[src/verilog/fld_pkg.sv]
// package: entry layout, register map and shared types for the 1-GByte leaf decoder
package fld_pkg;

  // ****************************************
  // entry field positions
  // ****************************************
  localparam int ENT_EXEC_DIS_BIT  = 63;
  localparam int ENT_IGN_HI        = 62;
  localparam int ENT_IGN_LO        = 52;
  localparam int ENT_RSV_HI        = 51;
  localparam int ENT_ADDR_LO       = 30;
  localparam int ENT_RSVL_HI       = 29;
  localparam int ENT_RSVL_LO       = 13;
  localparam int ENT_ATTR_IDX_BIT  = 12;
  localparam int ENT_EXT_ACC_BIT   = 10;
  localparam int ENT_G_BIT         = 8;
  localparam int ENT_SIZE_BIT      = 7;
  localparam int ENT_D_BIT         = 6;
  localparam int ENT_A_BIT         = 5;
  localparam int ENT_CACHE_OFF_BIT = 4;
  localparam int ENT_WR_THRU_BIT   = 3;
  localparam int ENT_US_BIT        = 2;
  localparam int ENT_RW_BIT        = 1;
  localparam int ENT_P_BIT         = 0;
  localparam logic [2:0] XLATE_NESTED = 3'h3;

  // ****************************************
  // register map (word indices, byte address = index*4)
  // ****************************************
  localparam logic [3:0] REG_CTRL    = 4'h0;
  localparam logic [3:0] REG_ENT_LO  = 4'h1;
  localparam logic [3:0] REG_ENT_HI  = 4'h2;
  localparam logic [3:0] REG_REQ     = 4'h3;
  localparam logic [3:0] REG_RES     = 4'h4;
  localparam logic [3:0] REG_ADDR_LO = 4'h5;
  localparam logic [3:0] REG_ADDR_HI = 4'h6;
  localparam logic [3:0] REG_UPD_LO  = 4'h7;
  localparam logic [3:0] REG_UPD_HI  = 4'h8;
  localparam logic [3:0] REG_IRQ_ST  = 4'h9;
  localparam logic [3:0] REG_IRQ_MSK = 4'ha;

  // ctrl bits
  localparam int CTL_NO_EXEC = 0;
  localparam int CTL_WR_PROT = 1;
  localparam int CTL_EXT_ACC = 2;
  localparam int CTL_CAP     = 3;
  localparam int CTL_TT_LO   = 4;  // 3-bit translation type at 6:4
  localparam int CTL_GO      = 8;  // write 1: start a decode

  // reset values
  localparam logic [31:0] CTRL_RST  = 32'h0000_0008;
  localparam logic [2:0]  IRQ_RST   = 3'h0;
  localparam int          DEC_LAT   = 1;  // decode pipeline cycles

  // interrupt status bits
  localparam int IRQ_DONE  = 0;
  localparam int IRQ_FAULT = 1;
  localparam int IRQ_NEST  = 2;

  // ****************************************
  // types
  // ****************************************
  typedef struct packed {
    logic       no_exec_enable;
    logic       write_protect_enable;
    logic       ext_accessed_enable;
    logic       first_lvl_huge_page_cap;
    logic [2:0] pasid_xlate_type;
  } fld_ctl_t;

  typedef struct packed {
    logic is_write;
    logic is_exec;
    logic is_user;
    logic coherent;
  } fld_req_t;

  typedef struct packed {
    logic       fault_present;
    logic       fault_reserved;
    logic       fault_user;
    logic       fault_write;
    logic       fault_exec;
    logic       is_directory;
    logic       guest_phys_addr;
    logic [2:0] mem_type_idx;   // {attr index, cache off, write thru}, zero for non-coherent
    logic       set_accessed;
    logic       set_ext_acc;
    logic       set_dirty;
    logic       granted;
  } fld_res_t;

  typedef enum logic [1:0] {
    ST_IDLE,
    ST_DECODE,
    ST_DONE
  } fld_state_t;

  // word select from a byte address
  function automatic logic [3:0] fld_word(input logic [5:0] a);
    return a[5:2];
  endfunction

endpackage

[src/verilog/fld_leaf_decoder.sv]
// top: avalon slave wrapping the 1-GByte first-level leaf decoder
`timescale 1ns/1ps
module fld_leaf_decoder
  import fld_pkg::*;
#(
  parameter int HOST_ADDR_WIDTH = 48
) (
  // clock and reset
  input  wire logic        clock_i,
  input  wire logic        rst_n_i,
  // avalon-mm slave
  input  wire logic [5:0]  avs_address_i,
  input  wire logic        avs_read_i,
  input  wire logic        avs_write_i,
  input  wire logic [31:0] avs_writedata_i,
  input  wire logic [3:0]  avs_byteenable_i,
  output logic [31:0]      avs_readdata_o,
  output logic             avs_waitrequest_o,
  // interrupt
  output logic             irq_o,
  // decode outcome
  output logic             busy_o,
  output logic             granted_o
);

  // ****************************************
  // registers
  // ****************************************
  logic [31:0] ctrl_reg;
  logic [63:0] entry_reg;
  logic [3:0]  req_reg;
  fld_res_t    res_reg;
  logic [63:0] addr_reg;
  logic [63:0] upd_reg;
  fld_state_t  state_reg;
  logic        ack_reg;

  fld_ctl_t    ctl;
  fld_req_t    req;
  fld_res_t    res_c;
  logic [63:0] addr_c;
  logic [63:0] upd_c;
  logic [2:0]  irq_status;
  logic [2:0]  irq_mask;
  logic [2:0]  irq_event;
  logic        irq_line;
  logic        acc;
  logic        wr_hit;
  logic [3:0]  widx;
  logic [31:0] wmask;
  logic [31:0] rd_c;

  assign acc    = (avs_read_i || avs_write_i) && !ack_reg;
  assign wr_hit = avs_write_i && !ack_reg;
  assign widx   = fld_word(avs_address_i);
  assign wmask  = {{8{avs_byteenable_i[3]}}, {8{avs_byteenable_i[2]}},
                   {8{avs_byteenable_i[1]}}, {8{avs_byteenable_i[0]}}};

  // context from the control register
  assign ctl.no_exec_enable          = ctrl_reg[CTL_NO_EXEC];
  assign ctl.write_protect_enable    = ctrl_reg[CTL_WR_PROT];
  assign ctl.ext_accessed_enable     = ctrl_reg[CTL_EXT_ACC];
  assign ctl.first_lvl_huge_page_cap = ctrl_reg[CTL_CAP];
  assign ctl.pasid_xlate_type        = ctrl_reg[CTL_TT_LO +: 3];
  assign req                         = fld_req_t'(req_reg);

  // ****************************************
  // decode core
  // ****************************************
  fld_leaf_check #(
    .HOST_ADDR_WIDTH (HOST_ADDR_WIDTH)
  ) u_check (
    .entry_i     (entry_reg),
    .ctl_i       (ctl),
    .req_i       (req),
    .res_o       (res_c),
    .page_addr_o (addr_c),
    .updated_o   (upd_c)
  );

  // ****************************************
  // bus slave
  // ****************************************
  // one wait cycle per access: waitrequest drops the cycle after the request
  always_ff @(posedge clock_i) begin
    if (!rst_n_i) begin
      ack_reg <= 1'b0;
    end else begin
      ack_reg <= acc;
    end
  end

  // waitrequest high except in the answer cycle
  always_ff @(posedge clock_i) begin
    if (!rst_n_i) begin
      avs_waitrequest_o <= 1'b1;
    end else begin
      avs_waitrequest_o <= !acc;
    end
  end

  // control register; go bit is self-clearing, ignored while busy
  always_ff @(posedge clock_i) begin
    if (!rst_n_i) begin
      ctrl_reg <= CTRL_RST;
    end else if (wr_hit && widx == REG_CTRL && state_reg == ST_IDLE) begin
      ctrl_reg <= (ctrl_reg & ~wmask) | (avs_writedata_i & wmask);
    end else begin
      ctrl_reg[CTL_GO] <= 1'b0;
    end
  end

  // entry and request registers, frozen while a decode runs
  always_ff @(posedge clock_i) begin
    if (!rst_n_i) begin
      entry_reg <= '0;
      req_reg   <= '0;
    end else if (wr_hit && state_reg == ST_IDLE) begin
      if (widx == REG_ENT_LO) begin
        entry_reg[31:0] <= (entry_reg[31:0] & ~wmask) | (avs_writedata_i & wmask);
      end
      if (widx == REG_ENT_HI) begin
        entry_reg[63:32] <= (entry_reg[63:32] & ~wmask) | (avs_writedata_i & wmask);
      end
      if (widx == REG_REQ && avs_byteenable_i[0]) begin
        req_reg <= avs_writedata_i[3:0];
      end
    end
  end

  // read mux; unmapped words read zero
  always_comb begin
    rd_c = 32'h0000_0000;
    unique case (widx)
      REG_CTRL:    rd_c = ctrl_reg;
      REG_ENT_LO:  rd_c = entry_reg[31:0];
      REG_ENT_HI:  rd_c = entry_reg[63:32];
      REG_REQ:     rd_c = {28'h0000000, req_reg};
      REG_RES:     rd_c = {17'h00000, state_reg != ST_IDLE, res_reg};
      REG_ADDR_LO: rd_c = addr_reg[31:0];
      REG_ADDR_HI: rd_c = addr_reg[63:32];
      REG_UPD_LO:  rd_c = upd_reg[31:0];
      REG_UPD_HI:  rd_c = upd_reg[63:32];
      REG_IRQ_ST:  rd_c = {29'h00000000, irq_status};
      REG_IRQ_MSK: rd_c = {29'h00000000, irq_mask};
      default:     rd_c = 32'h0000_0000;
    endcase
  end

  // read data registered, valid in the answer cycle
  always_ff @(posedge clock_i) begin
    if (!rst_n_i) begin
      avs_readdata_o <= 32'h0000_0000;
    end else if (avs_read_i && !ack_reg) begin
      avs_readdata_o <= rd_c;
    end
  end

  // ****************************************
  // decode sequencer
  // ****************************************
  // idle -> decode (one cycle to settle the captured entry) -> done
  always_ff @(posedge clock_i) begin
    if (!rst_n_i) begin
      state_reg <= ST_IDLE;
    end else begin
      unique case (state_reg)
        ST_IDLE:   if (ctrl_reg[CTL_GO]) state_reg <= ST_DECODE;
        ST_DECODE: state_reg <= ST_DONE;
        ST_DONE:   state_reg <= ST_IDLE;
      endcase
    end
  end

  // results captured at the end of decode
  always_ff @(posedge clock_i) begin
    if (!rst_n_i) begin
      res_reg  <= '0;
      addr_reg <= '0;
      upd_reg  <= '0;
    end else if (state_reg == ST_DECODE) begin
      res_reg  <= res_c;
      addr_reg <= addr_c;
      upd_reg  <= upd_c;
    end
  end

  // status outputs straight from flops
  always_ff @(posedge clock_i) begin
    if (!rst_n_i) begin
      busy_o    <= 1'b0;
      granted_o <= 1'b0;
    end else begin
      busy_o <= (state_reg == ST_IDLE) ? ctrl_reg[CTL_GO] : (state_reg == ST_DECODE);
      if (state_reg == ST_DECODE) begin
        granted_o <= res_c.granted;
      end
    end
  end

  // ****************************************
  // interrupts
  // ****************************************
  // events: done, absent or reserved fault or any denied non-directory entry, nested (guest-physical) result
  assign irq_event[IRQ_DONE]  = (state_reg == ST_DONE);
  assign irq_event[IRQ_FAULT] = (state_reg == ST_DONE) && (res_reg.fault_present ||
                                res_reg.fault_reserved || (!res_reg.granted && !res_reg.is_directory));
  assign irq_event[IRQ_NEST]  = (state_reg == ST_DONE) && res_reg.guest_phys_addr;

  fld_irq #(
    .N (3)
  ) u_irq (
    .clock_i  (clock_i),
    .rst_n_i  (rst_n_i),
    .event_i  (irq_event),
    .clr_wr_i (wr_hit && widx == REG_IRQ_ST),
    .clr_i    (avs_writedata_i[2:0]),
    .msk_wr_i (wr_hit && widx == REG_IRQ_MSK),
    .msk_i    (avs_writedata_i[2:0]),
    .status_o (irq_status),
    .mask_o   (irq_mask),
    .irq_o    (irq_line)
  );

  assign irq_o = irq_line;

endmodule

[src/verilog/fld_leaf_check.sv]
// combinational decode and permission check of a 1-GByte leaf entry
`timescale 1ns/1ps
module fld_leaf_check
  import fld_pkg::*;
#(
  parameter int HOST_ADDR_WIDTH = 48
) (
  // entry and context
  input  wire logic [63:0] entry_i,
  input  wire fld_ctl_t    ctl_i,
  input  wire fld_req_t    req_i,
  // results
  output fld_res_t         res_o,
  output logic [63:0]      page_addr_o,
  output logic [63:0]      updated_o
);

  logic [63:0] rsv_mask;
  logic        leaf;

  // reserved bits: 51 down to host width and 29..13; bit 7 too without huge-page support
  always_comb begin
    rsv_mask = '0;
    for (int b = HOST_ADDR_WIDTH; b <= ENT_RSV_HI; b++) begin
      rsv_mask[b] = 1'b1;
    end
    for (int b = ENT_RSVL_LO; b <= ENT_RSVL_HI; b++) begin
      rsv_mask[b] = 1'b1;
    end
    if (!ctl_i.first_lvl_huge_page_cap) begin
      rsv_mask[ENT_SIZE_BIT] = 1'b1;
    end
  end

  // leaf only with page size set and support present; bits 62:52, 11, 9, 8 never read
  assign leaf = entry_i[ENT_SIZE_BIT] && ctl_i.first_lvl_huge_page_cap;

  // page frame from host width minus one down to 30, low bits zero
  always_comb begin
    page_addr_o = '0;
    for (int b = ENT_ADDR_LO; b < HOST_ADDR_WIDTH; b++) begin
      page_addr_o[b] = entry_i[b];
    end
  end

  // permission checks
  always_comb begin
    res_o                = '0;
    res_o.fault_present  = !entry_i[ENT_P_BIT];
    res_o.fault_reserved = entry_i[ENT_P_BIT] && |(entry_i & rsv_mask);
    res_o.is_directory   = entry_i[ENT_P_BIT] && !entry_i[ENT_SIZE_BIT] && ctl_i.first_lvl_huge_page_cap;
    res_o.fault_user     = req_i.is_user && !entry_i[ENT_US_BIT];
    res_o.fault_write    = req_i.is_write && !entry_i[ENT_RW_BIT] &&
                           (req_i.is_user || ctl_i.write_protect_enable);
    res_o.fault_exec     = req_i.is_exec && ctl_i.no_exec_enable &&
                           entry_i[ENT_EXEC_DIS_BIT];
    res_o.guest_phys_addr = (ctl_i.pasid_xlate_type == XLATE_NESTED);
    if (req_i.coherent) begin
      res_o.mem_type_idx = {entry_i[ENT_ATTR_IDX_BIT], entry_i[ENT_CACHE_OFF_BIT], entry_i[ENT_WR_THRU_BIT]};
    end
    res_o.granted = 1'b0;
    res_o.set_accessed = 1'b0;
    res_o.set_ext_acc  = 1'b0;
    res_o.set_dirty    = 1'b0;
    if (leaf && !res_o.fault_present && !res_o.fault_reserved) begin
      res_o.granted      = !(res_o.fault_user || res_o.fault_write || res_o.fault_exec);
      res_o.set_accessed = 1'b1;
      res_o.set_ext_acc  = ctl_i.ext_accessed_enable;
      res_o.set_dirty    = res_o.granted && req_i.is_write;
    end
  end

  // entry as written back: accessed, ext-accessed and dirty set as used
  always_comb begin
    updated_o = entry_i;
    if (res_o.set_accessed) begin
      updated_o[ENT_A_BIT] = 1'b1;
    end
    if (res_o.set_ext_acc) begin
      updated_o[ENT_EXT_ACC_BIT] = 1'b1;
    end
    if (res_o.set_dirty) begin
      updated_o[ENT_D_BIT] = 1'b1;
    end
  end

endmodule

[src/verilog/fld_irq.sv]
// sticky interrupt status with write-one-to-clear and mask
`timescale 1ns/1ps
module fld_irq
  import fld_pkg::*;
#(
  parameter int N = 3
) (
  // clock and reset
  input  wire logic         clock_i,
  input  wire logic         rst_n_i,
  // events and software access
  input  wire logic [N-1:0] event_i,
  input  wire logic         clr_wr_i,
  input  wire logic [N-1:0] clr_i,
  input  wire logic         msk_wr_i,
  input  wire logic [N-1:0] msk_i,
  // state
  output logic [N-1:0]      status_o,
  output logic [N-1:0]      mask_o,
  output logic              irq_o
);

  // set wins over a clear in the same cycle
  always_ff @(posedge clock_i) begin
    if (!rst_n_i) begin
      status_o <= '0;
    end else begin
      status_o <= (status_o & ~(clr_wr_i ? clr_i : '0)) | event_i;
    end
  end

  // mask register
  always_ff @(posedge clock_i) begin
    if (!rst_n_i) begin
      mask_o <= '0;
    end else if (msk_wr_i) begin
      mask_o <= msk_i;
    end
  end

  // registered level output, updated at the same edge as status
  always_ff @(posedge clock_i) begin
    if (!rst_n_i) begin
      irq_o <= 1'b0;
    end else begin
      irq_o <= |((status_o & ~(clr_wr_i ? clr_i : '0) | event_i) & mask_o);
    end
  end

endmodule

[config.mk]
export PLATFORM = sky130hd
export DESIGN_NAME = fld_leaf_decoder
export DESIGN_NICKNAME = d
export VERILOG_FILES = /design/src/verilog/fld_pkg.sv /design/src/verilog/fld_leaf_decoder.sv /design/src/verilog/fld_leaf_check.sv /design/src/verilog/fld_irq.sv
export SDC_FILE = /design/constraint.sdc
export NUM_CORES = 1
export LEC_CHECK = 0
export ABC_AREA = 1
export BUFFER_PORTS_ARGS = -buffer_cell sky130_fd_sc_hd__buf_2
export CORE_ASPECT_RATIO = 0.7
export CORE_UTILIZATION = 60
export CTS_BUF_LIST = sky130_fd_sc_hd__clkbuf_8
export DETAILED_ROUTE_END_ITERATION = 12
export PLACE_DENSITY = 0.81
export SYNTH_ARGS = -nofsm -noshare
export SYNTH_HDL_FRONTEND = slang
export SYNTH_SLANG_ARGS = --single-unit
[constraint.sdc]
create_clock -name clock_i -period 4.9 [get_ports clock_i]
set_clock_uncertainty 0.2 [all_clocks]
set_input_delay 0.245 -clock clock_i [delete_from_list [all_inputs] [get_ports clock_i]]
set_output_delay 0.245 -clock clock_i [all_outputs]
set_load 0.03 [all_outputs]
### Yosys cells after proc, flatten, opt, wreduce, memory -nomap -nowiden

Cells that the tools add are included.

| operators by class | value |
|---|---|
| equal/unequal tests | 14 |
| add/sub/neg operators | 0 |
| reduce and logical (&&, ||, !) cells | 49 |
| muxes and demuxes | 11 |
| shift operators | 0 |
| div/mod/pow operators | 0 |
| order comparisons | 0 |
| bitwise logic cells | 13 |
| multipliers | 0 |

Operators by type and width:

| kind | number |
|---|---|
| case mux 32 bit (11 select lines) | 1 |
| AND 32 bit | 4 |
| bitwise OR 32 bit | 3 |
| AND 64 x 52 -> 64 bit | 1 |
| OR reduction 64 bit | 1 |
| inverter 32 bit | 1 |
| logical AND 1 bit | 24 |
| equality test 4 x 3 -> 1 bit, second input constant | 4 |
| equality test 4 bit, second input constant | 3 |
| logical NOT 1 bit | 10 |
| equality test 4 x 2 -> 1 bit, second input constant | 2 |
| AND reduction 2 bit | 4 |
| AND 3 bit | 2 |
| logical OR 1 bit | 6 |
| 2-to-1 mux 3 bit | 2 |
| case mux 2 bit (3 select lines) | 1 |
| 2-to-1 mux 1 bit | 5 |
| equality test 4 x 1 -> 1 bit, second input constant | 1 |
| logical NOT 4 bit | 1 |
| 2-to-1 mux 4 bit | 1 |
| equality test 3 x 2 -> 1 bit, second input constant | 1 |
| inverter 3 bit | 1 |
| bitwise OR 3 bit | 1 |
| OR reduction 3 bit | 1 |
| other kinds (6) | 6 |

| word-level totals | value |
|---|---|
| latch bits | 0 |
| memories kept | 0 |
| bits in writable memories | 0 |
| memory bits (read-only) | 0 |
| word-level logic and storage cells | 114 |
| flip-flop bits (word level) | 240 |

### Depth between registers and ports, before layout

| logic depth | value |
|---|---|
| word-level depth | 9 |
| gate-level depth with buffers | 11 |

### Cells and area by module

Synthesis repeated with hierarchy kept, for this count alone.

| second synthesis, totals | value |
|---|---|
| cell total of the unflattened synthesis | 1955 |
| area total of the unflattened synthesis | 13241.4 µm² |

Modules (own cells, without submodules):

| module | seq. area each (µm²) | cells each | times used | area an instance (µm²) |
|---|---|---|---|---|
| fld_leaf_decoder | 5585.4 | 1732 | 1 | 11745.0 |
| fld_leaf_check | 0.0 | 186 | 1 | 1231.2 |
| fld_irq | 140.1 | 37 | 1 | 265.3 |

### Worst setup path after synthesis

Ideal clock, no wire load.

| path | value |
|---|---|
| kind | register to register |
| from | reg state_reg[1] |
| to | reg upd_reg[12] |
| arrival time | 1.442 ns |
| cell stages (with the launch flop) | 8 |
| slack | 3.187 ns |
| setup time | 0.071 ns |
| path buffers | 3 |
| required time | 4.629 ns |
| clock period less this slack | 1.713 ns |
| cells stage by stage | dfxtp_1 -> inv_1 -> ha_1 -> clkbuf_1 -> buf_2 -> buf_1 -> nand2_1 -> a21oi_1 |

| between the ends | value |
|---|---|
| word-level cells in the longest chain between the ends | 1 |

RTL lines:

| item | line | text |
|---|---|---|
| from (decl) | fld_leaf_decoder.sv:35 | `fld_state_t state_reg;` |
| from (signal assigned) | fld_leaf_decoder.sv:165 | `state_reg <= ST_IDLE;` |
| from (signal assigned) | fld_leaf_decoder.sv:168 | `ST_IDLE: if (ctrl_reg[CTL_GO]) state_reg <= ST_DECODE;` |
| from (signal assigned) | fld_leaf_decoder.sv:169 | `ST_DECODE: state_reg <= ST_DONE;` |
| equality test 2 x 1 -> 1 bit | fld_leaf_decoder.sv:181 | `end else if (state_reg == ST_DECODE) begin` |
| to (signal assigned) | fld_leaf_decoder.sv:184 | `upd_reg <= upd_c;` |
| to (decl) | fld_leaf_decoder.sv:34 | `logic [63:0] upd_reg;` |

Every way passes these cells.
A chain may end at the register's enable or synchronous reset.

### Final worst setup path

| path | value |
|---|---|
| from | reg state_reg[1] |
| to | reg upd_reg[34] |

Same word-level chain as after synthesis.

==> impl_metrics.toml <==
[cts]
clock_latency_ns = 0.52
post_cts_buffers = 0
cts_max_path_buffers = 3
cts_tree = "yes"
clkSinkCount = 222
path_clk_slew_ns = 0.06
cts_buffers = 34
htreeDepth = 2
root_buffer = "clkbuf_8"

[critical_path]
required_ns = 5.08
crit_chain = "inv_1, ha_4, clkinv_1, o21ai_0, a21oi_1"
worst-path-buf-inv = 2
worst-r2r-setup-slack_ns = 2.10
crit_family = "buffers and inverters"
crit_slowest_cell = "clkinv_1"
r2r_cells = 5
setup.worst_path.end_class = "flop"
max_stage_delay_ns = 0.91
reg2reg_from = "state_reg[1]$_SDFFE_PN0P_"
worstSetupPathType = "flop to flop"
r2r-end = "upd_reg[34]$_SDFFE_PN0P_"
start_kind = "flop"
cp.arrival_ns = 2.97
crit_fanout = 70

[synthesis]
ys_warn_count = 0
syn_area_per_cell_um2 = 6.99
synth_top_area_share_pct = 47.2
synthCells = 1347
yosys-top-cells-area = "dfxtp_1, nand2_1, a21oi_1"
synth_area_um2 = 9410
synth_seq_cells = 222
synthDistinctLibCells = 28
syn_nets = 1396
synth_largest_area_cell = "dfxtp_1"
yosysSeqAreaShare_pct = 47.2

[drt]
viasPerCell = 5.49
drc_errors = 0
vias = 9064
wl_um = 25300
wl_per_cell_um = 15.3
drt_iter0_markers = 837
first_pass_iters = 5
antenna_left = 0

[run_status]
outcome = "completed"

[power]
p_leak_nw = 4.62
cellInternalPower_mw = 3.08
pwr_density_cell_nw_per_um2 = 405
switching_share_pct = 29.8
p_switching_mw = 1.30
vdd_ir_drop_max_uv = 254
pwr-share-comb_pct = 15.9
pwr-share-clk_pct = 34.8
p_seq_share_pct = 49.3

[sta]
rsz0062_at_grt = "no"
relSlewSlack_pct = 30.4
tightest_slew_ns = 1.04
fin_crit_ns = 2.80
maxSlewViolCount = 0
setup-tns-final_ns = 0
timing.final.hold_violations = 0
setup_viol = 0
fin_crit_sh_pct = 57.1
max_clock_freq_ghz = 0.358

[layout]
area_growth_syn_to_layout_pct = 14.9
diodes = 0
drive_above_1_share_pct = 10.9
nNetsFinal = 1482
final_cell_area_um2 = 10800
postLayoutCoreUtil_pct = 72.1
final_common_cell = "nand2_1"
final_cell_mix = "nand2_1, dfxtp_1, a21oi_1, o21ai_0, nor2_1"

[place]
place.gp.congestion = 0.879
dpl-instance-area_um2 = 9760
io_buffers = 79
dp_hpwl_um = 15800

[hold_path]
worstHoldStart = "avs_byteenable_i[3]"
min_path_type = "input pin to flop"
hold_path_depth = 3

[global_route]
grt_pass1_vias = 8277
grt_start_max_net_pins = 89
grt_antenna_before_repair = 0
gr-usage-all-layers_pct = 32.4
gr-total-overflow = 0
grt_pass1_wl_um = 41400

[floorplan]
initial_core_util_pct = 62.7
core-area_um2 = 15000
die_area_um2 = 16200
ios = 82
die_x_um = 152
rows = 37
fp.dieH_um = 107

[run]
maxCapViolCount = 0
[through the flow]
stage | power [mW] | hold WS [ns] | setup WS (ns) | instances
2_1_floorplan | 2.66 | 0.193 | 3.19 | 1347
3_3_place_gp | 2.83 | 0.241 | 2.12 | 1555
3_5_place_dp | 2.85 | 0.248 | 2.11 | 1555
4_1_cts | 4.38 | 0.0665 | 2.11 | 1652
5_1_grt | 4.59 | 0.100 | 1.86 | 1652
6_report | 4.38 | 0.0753 | 2.10 | 1652
[worst max path at each step]
stage          cells past startpoint                 startpoint                         endpoint
6_report                           5  state_reg[1]$_SDFFE_PN0P_         upd_reg[34]$_SDFFE_PN0P_
5_1_grt                            5  state_reg[1]$_SDFFE_PN0P_         upd_reg[34]$_SDFFE_PN0P_
4_1_cts                            5  state_reg[1]$_SDFFE_PN0P_         upd_reg[34]$_SDFFE_PN0P_
3_5_place_dp                      10           avs_address_i[4]  avs_readdata_o[23]$_SDFFE_PN0P_
3_3_place_gp                      10           avs_address_i[4]   avs_readdata_o[5]$_SDFFE_PN0P_
2_1_floorplan                      7  state_reg[1]$_SDFFE_PN0P_         upd_reg[12]$_SDFFE_PN0P_
[final cells by class]
type	instances	area, um2
Sequential cell	222	4440
Multi-Input combinational cell	951	4250
Fill cell	1272	4190
Timing Repair Buffer	122	813
Clock buffer	45	619
Inverter	102	383
Tap cell	195	244
Clock inverter	15	61.3
[what timing repair did]
item	in CTS	in global routing
hold buffers	37	0
endpoints found under the hold margin	108	0
gates resized for setup	0	0
[cell usage after synthesis]
| library cell | n |
|---|---|
| nand3_1 | 60 |
| and3_1 | 1 |
| nand4_1 | 4 |
| nor3_2 | 1 |
| o211a_1 | 1 |
| inv_2 | 6 |
| nor3_1 | 1 |
| clkinv_1 | 1 |
| o211ai_1 | 2 |
| buf_6 | 7 |
| buf_2 | 18 |
| buf_1 | 3 |
| nand2_1 | 359 |
| mux2i_1 | 1 |
| nor2_4 | 4 |
| nand2_2 | 3 |
| a21oi_1 | 182 |
| clkbuf_1 | 42 |
| o21ai_1 | 3 |
| a211oi_1 | 2 |
| nor2_2 | 7 |
| dfxtp_1 | 222 |
| buf_4 | 2 |
| a21oi_2 | 1 |
| o21ai_0 | 175 |
| nor2_1 | 141 |
| inv_1 | 95 |
| ha_1 | 3 |
[worst reg2reg max path: stages (launching register included)]
cell and delay (ns):
dfxtp_1 0.31, inv_1 0.13, ha_4 0.61, clkinv_1 0.92, o21ai_0 0.43, a21oi_1 0.07
[logic make-up after synthesis]
kind of cell / Yosys count / share of synthesized area [%]
buffers and inverters: 174 / 7.82
AO/OA/AOI/OAI: 366 / 19.7
multiplexers: 1 / 0.106
AND/OR/NAND/NOR: 581 / 24.8
adder cells (fa/ha/maj): 3 / 0.399
flip-flops: 222 / 47.2
[power by group through the flow]
| stage | clock (mW) | sequential [mW] | combinational [mW] |
|---|---|---|---|
| floorplan | 0 | 2.18 | 0.477 |
| global route | 1.62 | 2.19 | 0.786 |
| finish | 1.52 | 2.16 | 0.695 |
| detailed placement | 0 | 2.19 | 0.659 |
| global placement | 0 | 2.19 | 0.643 |
| CTS | 1.54 | 2.16 | 0.684 |
[metal layers]
metal / GRT usage (%) / wire (um)
met2: 47.9 / 10600
met5: 0 / 0
met4: 10.0 / 555
met3: 6.09 / 2510
met1: 47.3 / 11600
(Power assumes the default switching activity.)
